===== src/hdl/cfgrom_pkg.sv =====
// Constants and types shared by the configuration EEPROM interface
package cfgrom_pkg;
    // ------------------------------------------------------------------
    // Register offsets
    // ------------------------------------------------------------------
    localparam logic [15:0] OFS_CONFIG  = 16'h0500;
    localparam logic [15:0] OFS_ACCESS  = 16'h0501;
    localparam logic [15:0] OFS_CTRL_LO = 16'h0502;
    localparam logic [15:0] OFS_CTRL_HI = 16'h0503;
    localparam logic [15:0] OFS_ADDR    = 16'h0504;
    localparam logic [15:0] OFS_DATA    = 16'h0508;

    // ------------------------------------------------------------------
    // Field positions (bit within the byte)
    // ------------------------------------------------------------------
    localparam int CFG_OFFER_BIT = 0;
    localparam int CFG_FORCE_BIT = 1;
    localparam int ACC_TAKE_BIT  = 0;
    localparam int CTL_WE_BIT    = 0;
    localparam int CTL_EMUL_BIT  = 5;
    localparam int CTL_RD8_BIT   = 6;
    localparam int CTL_ALG_BIT   = 7;
    localparam int HI_CMD_LSB    = 0;
    localparam int HI_CKSUM_BIT  = 3;
    localparam int HI_LOAD_BIT   = 4;
    localparam int HI_ACKERR_BIT = 5;
    localparam int HI_WEERR_BIT  = 6;
    localparam int HI_BUSY_BIT   = 7;

    // ------------------------------------------------------------------
    // Commands, reset values and bus constants
    // ------------------------------------------------------------------
    localparam logic [2:0] CMD_IDLE   = 3'h0;
    localparam logic [2:0] CMD_READ   = 3'h1;
    localparam logic [2:0] CMD_WRITE  = 3'h2;
    localparam logic [2:0] CMD_RELOAD = 3'h4;
    localparam logic       RST_LOADING = 1'h1;
    localparam logic [6:0] DEV_ADDR    = 7'h50; // Serial memory bus address

    // ------------------------------------------------------------------
    // Timing
    // ------------------------------------------------------------------
    localparam int CLK_PERIOD_NS = 5;
    localparam int I2C_BIT_NS    = 10000;
    localparam int QTR_CYC       = I2C_BIT_NS / (4 * CLK_PERIOD_NS);
    localparam logic [8:0] QTR_LAST = 9'(QTR_CYC - 1);

    typedef enum logic [2:0] {
        ST_IDLE    = 3'b000,
        ST_START   = 3'b001,
        ST_BYTE    = 3'b011,
        ST_STOP    = 3'b010,
        ST_EMUL    = 3'b110
    } ctl_state_e;

    // Complete register state of the interface
    typedef struct packed {
        ctl_state_e  state;
        logic [8:0]  qcnt;
        logic [1:0]  qtr;
        logic [3:0]  bitn;
        logic [3:0]  bcnt;
        logic        rdph;
        logic        nack;
        logic [7:0]  shreg;
        logic [7:0]  xsum;
        logic        scl_oe;
        logic        sda_oe;
        logic        sda_s1;
        logic        sda_s2;
        logic [7:0]  cfg;
        logic        host_acc;
        logic        we;
        logic [2:0]  cmd;
        logic        ack_err;
        logic        we_err;
        logic        busy;
        logic        loading;
        logic        cksum_err;
        logic        event_req;
        logic [31:0] addr;
        logic [63:0] data;
        logic [7:0]  net_rdata;
        logic [7:0]  host_rdata;
    } state_s;

    // Byte-wide register write/address request of one side
    typedef struct packed {
        logic        wr;
        logic [15:0] addr;
        logic [7:0]  wdata;
    } reg_req_s;
endpackage


===== src/hdl/config_eeprom_interface.sv =====
// Configuration EEPROM interface: ownership, commands, serial engine
`timescale 1ns/10ps
module config_eeprom_interface (
    input  wire logic                 clk_i,
    input  wire logic                 sys_rst_i,
    input  wire cfgrom_pkg::reg_req_s net_bus_i,
    output logic [7:0]                net_rdata_o,
    input  wire cfgrom_pkg::reg_req_s host_bus_i,
    output logic [7:0]                host_rdata_o,
    input  wire logic                 frame_sof_i,
    input  wire logic                 emul_mode_i,
    input  wire logic                 read8_i,
    input  wire logic                 addr2_i,
    output logic                      scl_o,
    output logic                      scl_oe_o,
    input  wire logic                 sda_i,
    output logic                      sda_o,
    output logic                      sda_oe_o,
    output logic                      event_req_o
);
    // ------------------------------------------------------------------
    // State
    // ------------------------------------------------------------------
    cfgrom_pkg::state_s   r;
    cfgrom_pkg::state_s   n;

    logic                 host_owns;
    logic                 we_eff;
    logic                 tick;
    logic                 rx;
    logic                 last_rx;
    logic [3:0]           nrd;
    logic [3:0]           ntx;
    logic [3:0]           nb;
    logic [18:0]          ba;
    logic [7:0]           dev;
    logic [39:0]          txl;
    cfgrom_pkg::reg_req_s own;

    // ------------------------------------------------------------------
    // Register read view
    // ------------------------------------------------------------------
    function automatic logic [7:0] rd_byte(input logic [15:0] a);
        logic [7:0] v;
        v = 8'h00;
        if (a == cfgrom_pkg::OFS_CONFIG) begin
            v = r.cfg;
        end else if (a == cfgrom_pkg::OFS_ACCESS) begin
            v[cfgrom_pkg::ACC_TAKE_BIT] = r.host_acc;
        end else if (a == cfgrom_pkg::OFS_CTRL_LO) begin
            v[cfgrom_pkg::CTL_WE_BIT]   = we_eff;
            v[cfgrom_pkg::CTL_EMUL_BIT] = emul_mode_i;
            v[cfgrom_pkg::CTL_RD8_BIT]  = read8_i;
            v[cfgrom_pkg::CTL_ALG_BIT]  = addr2_i;
        end else if (a == cfgrom_pkg::OFS_CTRL_HI) begin
            v[cfgrom_pkg::HI_CMD_LSB +: 3]  = r.cmd;
            v[cfgrom_pkg::HI_CKSUM_BIT]     = r.cksum_err;
            v[cfgrom_pkg::HI_LOAD_BIT]      = r.loading;
            v[cfgrom_pkg::HI_ACKERR_BIT]    = r.ack_err;
            v[cfgrom_pkg::HI_WEERR_BIT]     = r.we_err;
            v[cfgrom_pkg::HI_BUSY_BIT]      = r.busy;
        end else if (a[15:2] == cfgrom_pkg::OFS_ADDR[15:2]) begin
            v = r.addr[8*a[1:0] +: 8];
        end else if (a[15:3] == cfgrom_pkg::OFS_DATA[15:3]) begin
            v = r.data[8*a[2:0] +: 8];
        end
        return v;
    endfunction

    // ------------------------------------------------------------------
    // Derived terms of ownership and of the serial sequence
    // ------------------------------------------------------------------
    always_comb begin
        host_owns = r.cfg[cfgrom_pkg::CFG_OFFER_BIT] & r.host_acc;
        we_eff    = host_owns | r.we;
        own       = host_owns ? host_bus_i : net_bus_i;
        tick      = (r.qcnt == cfgrom_pkg::QTR_LAST);
        rx        = r.rdph && (r.bcnt != 4'h0);
        nrd       = read8_i ? 4'h8 : 4'h4;
        last_rx   = r.rdph && (r.bcnt == nrd);
        ntx       = (r.cmd == cfgrom_pkg::CMD_WRITE) ?
                    (addr2_i ? 4'h5 : 4'h4) : (addr2_i ? 4'h3 : 4'h2);
        nb        = r.bcnt + 4'h1;
        // Word address to byte address; reload starts at word zero
        ba = (r.cmd == cfgrom_pkg::CMD_RELOAD) ? 19'h00000 :
             (addr2_i ? {r.addr[17:0], 1'b0}
                      : {8'h00, r.addr[9:0], 1'b0});
        dev = {cfgrom_pkg::DEV_ADDR[6:3],
               addr2_i ? ba[18:16] : ba[10:8], r.rdph};
        txl = addr2_i ? {r.data[15:8], r.data[7:0], ba[7:0], ba[15:8], dev}
                      : {8'h00, r.data[15:8], r.data[7:0], ba[7:0], dev};
    end

    // ------------------------------------------------------------------
    // Next-state logic
    // ------------------------------------------------------------------
    always_comb begin
        n            = r;
        n.sda_s1     = sda_i;
        n.sda_s2     = r.sda_s1;
        n.net_rdata  = rd_byte(net_bus_i.addr);
        n.host_rdata = rd_byte(host_bus_i.addr);

        // Frame start drops the write permission
        if (frame_sof_i) begin
            n.we = 1'b0;
        end

        // Host take/release of the interface
        if (host_bus_i.wr && host_bus_i.addr == cfgrom_pkg::OFS_ACCESS &&
            r.cfg[cfgrom_pkg::CFG_OFFER_BIT] &&
            !r.cfg[cfgrom_pkg::CFG_FORCE_BIT]) begin
            n.host_acc = host_bus_i.wdata[cfgrom_pkg::ACC_TAKE_BIT];
        end

        // Network configuration byte
        if (net_bus_i.wr && net_bus_i.addr == cfgrom_pkg::OFS_CONFIG) begin
            n.cfg = net_bus_i.wdata;
            if (net_bus_i.wdata[cfgrom_pkg::CFG_FORCE_BIT]) begin
                n.host_acc = 1'b0;
            end
        end

        // Owner writes while idle
        if (own.wr && !r.busy) begin
            if (own.addr == cfgrom_pkg::OFS_CTRL_LO && !host_owns) begin
                n.we = own.wdata[cfgrom_pkg::CTL_WE_BIT];
            end else if (own.addr == cfgrom_pkg::OFS_CTRL_HI) begin
                case (own.wdata[2:0])
                    cfgrom_pkg::CMD_IDLE: begin
                        n.ack_err = 1'b0;
                        n.we_err  = 1'b0;
                    end
                    cfgrom_pkg::CMD_READ, cfgrom_pkg::CMD_WRITE,
                    cfgrom_pkg::CMD_RELOAD: begin
                        if (!r.ack_err) begin
                            n.ack_err = 1'b0;
                            n.we_err  = 1'b0;
                            if (own.wdata[2:0] == cfgrom_pkg::CMD_WRITE &&
                                !we_eff) begin
                                n.we_err = 1'b1;
                            end else begin
                                n.cmd   = own.wdata[2:0];
                                n.busy  = 1'b1;
                                n.rdph  = 1'b0;
                                n.bcnt  = 4'h0;
                                n.qtr   = 2'h0;
                                n.qcnt  = 9'h000;
                                n.xsum  = 8'h00;
                                if (own.wdata[2:0] == cfgrom_pkg::CMD_RELOAD)
                                begin
                                    n.loading = 1'b1;
                                end
                                if (emul_mode_i) begin
                                    n.state     = cfgrom_pkg::ST_EMUL;
                                    n.event_req = 1'b1;
                                end else begin
                                    n.state = cfgrom_pkg::ST_START;
                                end
                            end
                        end
                    end
                    default: begin
                        if (!r.ack_err) begin
                            n.ack_err = 1'b1;
                        end
                    end
                endcase
            end else if (own.addr[15:2] == cfgrom_pkg::OFS_ADDR[15:2]) begin
                n.addr[8*own.addr[1:0] +: 8] = own.wdata;
            end else if (own.addr[15:3] == cfgrom_pkg::OFS_DATA[15:3] &&
                         own.addr[2:1] == 2'h0) begin
                n.data[8*own.addr[2:0] +: 8] = own.wdata;
            end
        end

        // Emulating host answers a pending command
        if (host_bus_i.wr && r.state == cfgrom_pkg::ST_EMUL) begin
            if (host_bus_i.addr == cfgrom_pkg::OFS_CTRL_HI &&
                ((host_bus_i.wdata[2:0] & r.cmd) != 3'h0 ||
                 host_bus_i.wdata[cfgrom_pkg::HI_ACKERR_BIT])) begin
                n.ack_err   = host_bus_i.wdata[cfgrom_pkg::HI_ACKERR_BIT];
                n.event_req = 1'b0;
                n.busy      = 1'b0;
                n.cmd       = cfgrom_pkg::CMD_IDLE;
                n.state     = cfgrom_pkg::ST_IDLE;
                if (r.cmd == cfgrom_pkg::CMD_RELOAD) begin
                    n.loading = host_bus_i.wdata[cfgrom_pkg::HI_ACKERR_BIT];
                end
            end else if (host_bus_i.addr[15:3] == cfgrom_pkg::OFS_DATA[15:3] &&
                         r.cmd != cfgrom_pkg::CMD_WRITE) begin
                n.data[8*host_bus_i.addr[2:0] +: 8] = host_bus_i.wdata;
            end
        end

        // Serial engine: four quarter periods per bit
        if (r.state == cfgrom_pkg::ST_START || r.state == cfgrom_pkg::ST_BYTE ||
            r.state == cfgrom_pkg::ST_STOP) begin
            n.qcnt = tick ? 9'h000 : r.qcnt + 9'h001;
            if (tick) begin
                n.qtr = r.qtr + 2'h1;
            end
        end
        if (tick) begin
            case (r.state)
                cfgrom_pkg::ST_START: begin
                    case (r.qtr)
                        2'h0: n.sda_oe = 1'b0;
                        2'h1: n.scl_oe = 1'b0;
                        2'h2: n.sda_oe = 1'b1;
                        default: begin
                            n.scl_oe = 1'b1;
                            n.state  = cfgrom_pkg::ST_BYTE;
                            n.bitn   = 4'h0;
                            n.nack   = 1'b0;
                            n.shreg  = dev;
                        end
                    endcase
                end
                cfgrom_pkg::ST_BYTE: begin
                    case (r.qtr)
                        2'h0: begin
                            if (r.bitn != 4'h8) begin
                                n.sda_oe = rx ? 1'b0 : ~r.shreg[7];
                            end else begin
                                n.sda_oe = rx && !last_rx;
                            end
                        end
                        2'h1: n.scl_oe = 1'b0;
                        2'h2: begin
                            if (r.bitn != 4'h8) begin
                                n.shreg = {r.shreg[6:0], r.sda_s2};
                            end else if (!rx) begin
                                n.nack = r.sda_s2;
                            end
                        end
                        default: begin
                            n.scl_oe = 1'b1;
                            n.bitn   = r.bitn + 4'h1;
                            if (r.bitn == 4'h8) begin
                                n.bitn = 4'h0;
                                if (rx) begin
                                    n.data[8*(3'(r.bcnt - 4'h1)) +: 8] =
                                        r.shreg;
                                    n.xsum = r.xsum ^ r.shreg;
                                end
                                if (r.nack) begin
                                    n.ack_err = 1'b1;
                                    n.state   = cfgrom_pkg::ST_STOP;
                                end else if (!r.rdph && nb < ntx) begin
                                    n.bcnt  = nb;
                                    n.shreg = txl[8*nb[2:0] +: 8];
                                end else if (!r.rdph &&
                                    r.cmd != cfgrom_pkg::CMD_WRITE) begin
                                    n.rdph  = 1'b1;
                                    n.bcnt  = 4'h0;
                                    n.state = cfgrom_pkg::ST_START;
                                end else if (r.rdph && nb <= nrd) begin
                                    n.bcnt  = nb;
                                    n.shreg = 8'hff;
                                end else begin
                                    n.state = cfgrom_pkg::ST_STOP;
                                end
                            end
                        end
                    endcase
                end
                cfgrom_pkg::ST_STOP: begin
                    case (r.qtr)
                        2'h0: n.sda_oe = 1'b1;
                        2'h1: n.scl_oe = 1'b0;
                        2'h2: n.sda_oe = 1'b0;
                        default: begin
                            n.state = cfgrom_pkg::ST_IDLE;
                            n.busy  = 1'b0;
                            n.cmd   = cfgrom_pkg::CMD_IDLE;
                            if (r.cmd == cfgrom_pkg::CMD_RELOAD) begin
                                n.loading   = r.ack_err | (r.xsum != 8'h00);
                                n.cksum_err = (r.xsum != 8'h00);
                            end
                        end
                    endcase
                end
                default: begin
                end
            endcase
        end
    end

    // ------------------------------------------------------------------
    // State register
    // ------------------------------------------------------------------
    always_ff @(posedge clk_i) begin
        if (sys_rst_i) begin
            r         <= '0;
            r.state   <= cfgrom_pkg::ST_IDLE;
            r.loading <= cfgrom_pkg::RST_LOADING;
            r.sda_s1  <= 1'b1;
            r.sda_s2  <= 1'b1;
        end else begin
            r <= n;
        end
    end

    // Open-drain pins drive low only
    assign scl_o        = 1'b0;
    assign sda_o        = 1'b0;
    assign scl_oe_o     = r.scl_oe;
    assign sda_oe_o     = r.sda_oe;
    assign net_rdata_o  = r.net_rdata;
    assign host_rdata_o = r.host_rdata;
    assign event_req_o  = r.event_req;
endmodule // config_eeprom_interface


===== config.mk =====
export PLATFORM = sky130hd
export DESIGN_NAME = config_eeprom_interface
export DESIGN_NICKNAME = d
export VERILOG_FILES = /design/src/hdl/cfgrom_pkg.sv /design/src/hdl/config_eeprom_interface.sv
export SDC_FILE = /design/constraint.sdc
export NUM_CORES = 1
export LEC_CHECK = 0
export ABC_AREA = 1
export BUFFER_PORTS_ARGS = -buffer_cell sky130_fd_sc_hd__buf_2
export CORE_MARGIN = 8
export CORE_UTILIZATION = 31
export DETAILED_ROUTE_END_ITERATION = 16
export MAX_ROUTING_LAYER = met4
export PLACE_DENSITY = 0.44
export SLEW_MARGIN = 20
export SYNTH_ARGS = -nofsm -noshare
export SYNTH_HDL_FRONTEND = slang
export SYNTH_SLANG_ARGS = --single-unit

===== constraint.sdc =====
create_clock -name clk_i -period 5.7 [get_ports clk_i]
set_clock_uncertainty 0.2 [all_clocks]
set_input_delay 0.285 -clock clk_i [delete_from_list [all_inputs] [get_ports clk_i]]
set_output_delay 0.285 -clock clk_i [all_outputs]
set_load 0.01 [all_outputs]

* After elaboration in Yosys (flattened, before gate mapping)
Cells that the tools add are included.
Widths: inputs -> output; s select.
** Storage, ports and cells
- Output and inout bits :: 21
- Register bits :: 175
- Bits of input ports :: 57
- Word-level logic and storage cells :: 316
** Cells by class
- Mux-type cells :: 154
- Shift operators :: 13
- Bitwise logic cells :: 9
- Reductions and logical operators :: 51
- Add/subtract/negate cells :: 9
- Magnitude comparators :: 2
- Equality and inequality tests :: 51
** Operators with widths (number)
- $mux 64 :: 10
- $mux 97 :: 2
- $bwmux 64 :: 3
- $shift 8x34->64 const A :: 3
- $shiftx 8x34->64 :: 3
- $mux 8 :: 23
- $eq 16x11->1 const B :: 10
- $shiftx 64x7->8 :: 2
- $neg 6->34 :: 3
- $mux 96 :: 1
- $mux 14 :: 6
- $mux 3 :: 23
- $shiftx 32x6->8 :: 2
- $eq 14x9->1 const B :: 3
- $mux 4 :: 10
- $mux 40 :: 1
- $mux 5 :: 8
- $shiftx 40x7->8 :: 1
- $eq 13x8->1 const B :: 3
- $mux 19 :: 2
- $mux 9 :: 4
- $mux 7 :: 5
- $mux 1 :: 34
- $neg 5->34 :: 1
- other kinds (58) :: 126

* Longest topological paths before layout
- Depth in word-level cells :: 20
- Mapped depth :: 17
- Mapped depth without buffers :: 16

* Least setup slack after synthesis
No wires, ideal clock.
- Path type :: reg-to-reg
- Start :: register r[153] (netlist name)
- End :: register r[156] (netlist name)
- Setup time :: 0.070 ns
- Buffers on the path :: 3
- Path slack :: 2.745 ns
- Period minus slack after synthesis :: 2.955 ns
- Arrival time :: 2.685 ns
- Required time :: 5.430 ns
- Cell stages (with the launch flop) :: 15
- Cell sequence :: dfxtp_1 inv_1 clkbuf_1 buf_1 ha_1 ha_1 inv_1 nor2_1 o21ai_1 nand3_1 clkbuf_1 nand2_1 o21ai_0 nand3_1 a21oi_1
** On the way
- Cells in the longest elaborated chain, start to end :: 11
- Elaborated cells on any way between the ends :: 13
- Classes of those cells :: add/sub: 1; order compare: 2; mux: 8; reduce/logical: 2
** RTL lines
- start: declaration :: line config_eeprom_interface.sv:24 : cfgrom_pkg::state_s r;
- start signal: assignment :: line config_eeprom_interface.sv:301 : r <= n;
- $add 4x1->4 * :: line config_eeprom_interface.sv:83 : nb = r.bcnt + 4'h1;
- $le 4x4->1 :: line config_eeprom_interface.sv:258 : end else if (r.rdph && nb <= nrd) begin
- $logic_and 1x1->1 :: line config_eeprom_interface.sv:258
- $mux 4 :: line config_eeprom_interface.sv:258
- $mux 4 :: line config_eeprom_interface.sv:253 : end else if (!r.rdph &&
- $mux 4 * :: line config_eeprom_interface.sv:250 : end else if (!r.rdph && nb < ntx) begin
- $mux 5 * :: line config_eeprom_interface.sv:247 : if (r.nack) begin
- $mux 9 * :: line config_eeprom_interface.sv:240 : if (r.bitn == 4'h8) begin
- $mux 9 * :: line config_eeprom_interface.sv:221 : case (r.qtr)
- $mux 5 * :: line config_eeprom_interface.sv:205 : case (r.state)
- $mux 24 * :: line config_eeprom_interface.sv:204 : if (tick) begin
Every way passes the cells marked *; elsewhere a longest branch is shown, timed or not. The select of a mux whose other input is x is not followed.
A chain may end at the register's enable or synchronous reset.

* Worst setup path in the final report
- Start :: register r[153] (netlist name)
- End :: register r[145] (netlist name)
** On the way
- Cells in the longest elaborated chain, start to end :: 8
- Elaborated cells on any way between the ends :: 14
- Classes of those cells :: add/sub: 1; order compare: 2; eq/ne: 2; shift: 1; mux: 5; reduce/logical: 3
** RTL lines (line)
- $add 4x1->4 * :: config_eeprom_interface.sv:83
- parallel branches: the longest is 7 deep, another holds $shiftx 40x7->8
Every way passes the cells marked *. The select of a mux whose other input is x is not followed.

==> qor.yml <==
setup_path:
  cp_cell_sequence: "inv_1, ha_1, ha_1, inv_1, nor2_1, o21ai_1, nand3_1, nand4_1, nand4_2, inv_2, nand2_1, nor2_1, nor2_1, nor2_1"
  end_kind: "register"
  path_max_fanout: 22
  worstPathArrival_ns: 4.85
  cpMaxStageDelayCell: "ha_1"
  start_kind: "register"
  critPathTopFamily: "adder cells"
  crit_top_cell: "nor2_1"
  critPathKind: "register to register"
  required_ns: 5.94
  slowest_delay_ns: 1.02
  critPathBufInv: 3
routing:
  detail_route.iter0.violations: 1679
  drt_pass1_iterations: 6
  drc: 0
  routed_wl_mm: 64.5
  ant_nets: 0
  via_count: 14900
  post_drt_wl_per_cell_um: 24.3
  via_per_inst: 5.59
cts:
  cts_made_buffers: 17
  clock_path_buffers: 2
  htreeDepth: 4
  cts_tree: "yes"
  clk_root_buffer_cell: "clkbuf_16"
  clkTransAtPathRegs_ns: 0.08
  clock_latency_ns: 0.51
  clock_sinks: 175
  postCtsSetupBuffers: 0
run:
  cap_viol_max_count: 0
place:
  place_congestion: 0.986
  pre_cts_ws_ns: 1.23
  numPortBuffers: 75
  post-dp-hpwl_mm: 50.1
sta:
  setup_ws_ns: 1.09
  fin_crit_ns: 4.61
  timing.fmax_mhz: 217
  timing.final.crit_share_pct: 80.9
  grt_setup_unrepaired: "false"
  slew_headroom_pct: 32.5
  setup_violations: 0
  finalSetupTns_ns: 0
  drv_slew: 0
  finalHoldViolations: 0
  worst_slew_pin_slew_ns: 1.01
die:
  dieWidth_um: 220
  core-area_mm2: 0.0409
  rows: 74
  io_pins: 78
  dieHeight_um: 220
  die-area_mm2: 0.0483
  start_util_pct: 31.5
yosys:
  avgSynthCellArea_um2: 6.14
  ys_top_cells_by_area: "dfxtp_1, nand2_1, o21ai_0"
  synth_cell_types: 58
  yosys_register_bits: 175
  synth_cells: 2096
  synth.top_cells.by_count: "nand2_1, inv_1, o21ai_0"
  synth-main-ff-cell: "dfxtp_1"
  synth_top_area_cell: "dfxtp_1"
  ys_seq_area_share_pct: 27.2
  synth_top_cell_area_share_pct: 27.2
  synth_edf_count: 0
  synth_warnings: 0
  syn_area_mm2: 0.0129
  synth_most_common_cell: "nand2_1"
  synthArstFlopShare_pct: 0
global_route:
  overflow: 0
  grt_max_degree: 61
  antenna_found_initial: 1
  grt.total_usage_pct: 27.2
  grt_pass1_wl_mm: 94.3
  grt_pass1_vias: 13800
final_layout:
  postLayoutCoreUtil_pct: 34.8
  fillers: 4643
  seq_area_mm2: 0.00350
  multi_input_area_mm2: 0.00780
  synthToLayoutAreaGrowth_pct: 10.7
  layout-drive-gt1-share_pct: 9.18
  nets: 2196
pwr:
  max-vdd-ir-drop_mv: 0.179
  leakagePower_nw: 5.80
  powerDensity_mw_per_mm2: 198
hold_path:
  hp-class: "primary input to register"
outcome:
  status: "finished, final reports clean"
==> area by class of cell <==
class | instances | area share (%)
Multi-Input combinational cell | 1541 | 54.8
Inverter | 268 | 7.08
Clock inverter | 15 | 1.20
Timing Repair Buffer | 108 | 4.69
Sequential cell | 175 | 24.6
Clock buffer | 17 | 2.99
Antenna cell | 2 | 0.0351
Tap cell | 532 | 4.67
==> metrics by stage <==
stage                     power, mW  cells  hold slack (ns)  area, µm²
after CTS                      2.85   2656           0.0234      14200
after floorplan                1.43   2097            0.189      12900
final                          2.82   2658           0.0622      14300
after detailed placement       1.56   2606            0.201      13500
after global routing           2.91   2658           0.0725      14300
after global placement         1.56   2606            0.216      13500
==> worst paths after layout <==
| kind | startpoint | endpoint | slack [ns] | cells after the start |
|---|---|---|---|---|
| worst min register to register | n[131] | r[131] | 0.21 | 1 |
| worst max-delay path | r[153] | r[145] | 1.09 | 14 |
| worst max register to register | r[153] | r[145] | 1.09 | 14 |
| worst min-delay path | net_bus_i[24] | r[123] | 0.06 | 3 |
==> report_power, final <==
part,switching (mW),internal (mW)
Clock,0.622,0.659
Sequential,0.000128,1.22
Combinational,0.241,0.0810
==> routing by layer <==
metal / up-vias / GRT usage, % / wire (µm)
met5: - / - / 0
met4: 0 / 14.6 / 3520
met3: 136 / 4.62 / 4370
met2: 639 / 40.1 / 27800
met1: 7013 / 35.3 / 28800
li1: 7065 / - / -
==> what timing repair did <==
action,CTS,global route
resized for setup,0,0
setup endpoints to repair,0,0
endpoints found under the hold margin,13,0
hold buffers,18,0
==> logic make-up after synthesis <==
family	Yosys count	synth area share (%)
simple gates	897	31.0
compound gates	606	26.1
buf+inv	381	12.3
flops	175	27.2
fa+ha+maj	28	2.72
xor+xnor	5	0.340
mux	3	0.233
other cells	1	0.0291
==> placed cells by master (no fill, tap or decap), types with 41 or more instances in the layout <==
cell type	netlist	routed
nor3_1	41	41
o21ai_0	230	230
nand3_1	127	127
inv_1	256	255
nor2_1	210	210
a21oi_1	224	224
dfxtp_1	175	175
o211ai_1	44	44
nand2_1	411	411
buf_2	14	75
==> worst register-to-register path, cell delays in order (launching register included) <==
cell	delay, ns
dfxtp_1	0.79
inv_1	0.53
ha_1	1.03
ha_1	0.37
inv_1	0.05
nor2_1	0.04
o21ai_1	0.12
nand3_1	0.40
nand4_1	0.23
nand4_2	0.25
inv_2	0.18
nand2_1	0.11
nor2_1	0.12
nor2_1	0.05
nor2_1	0.08
(Power assumes the default switching activity.)
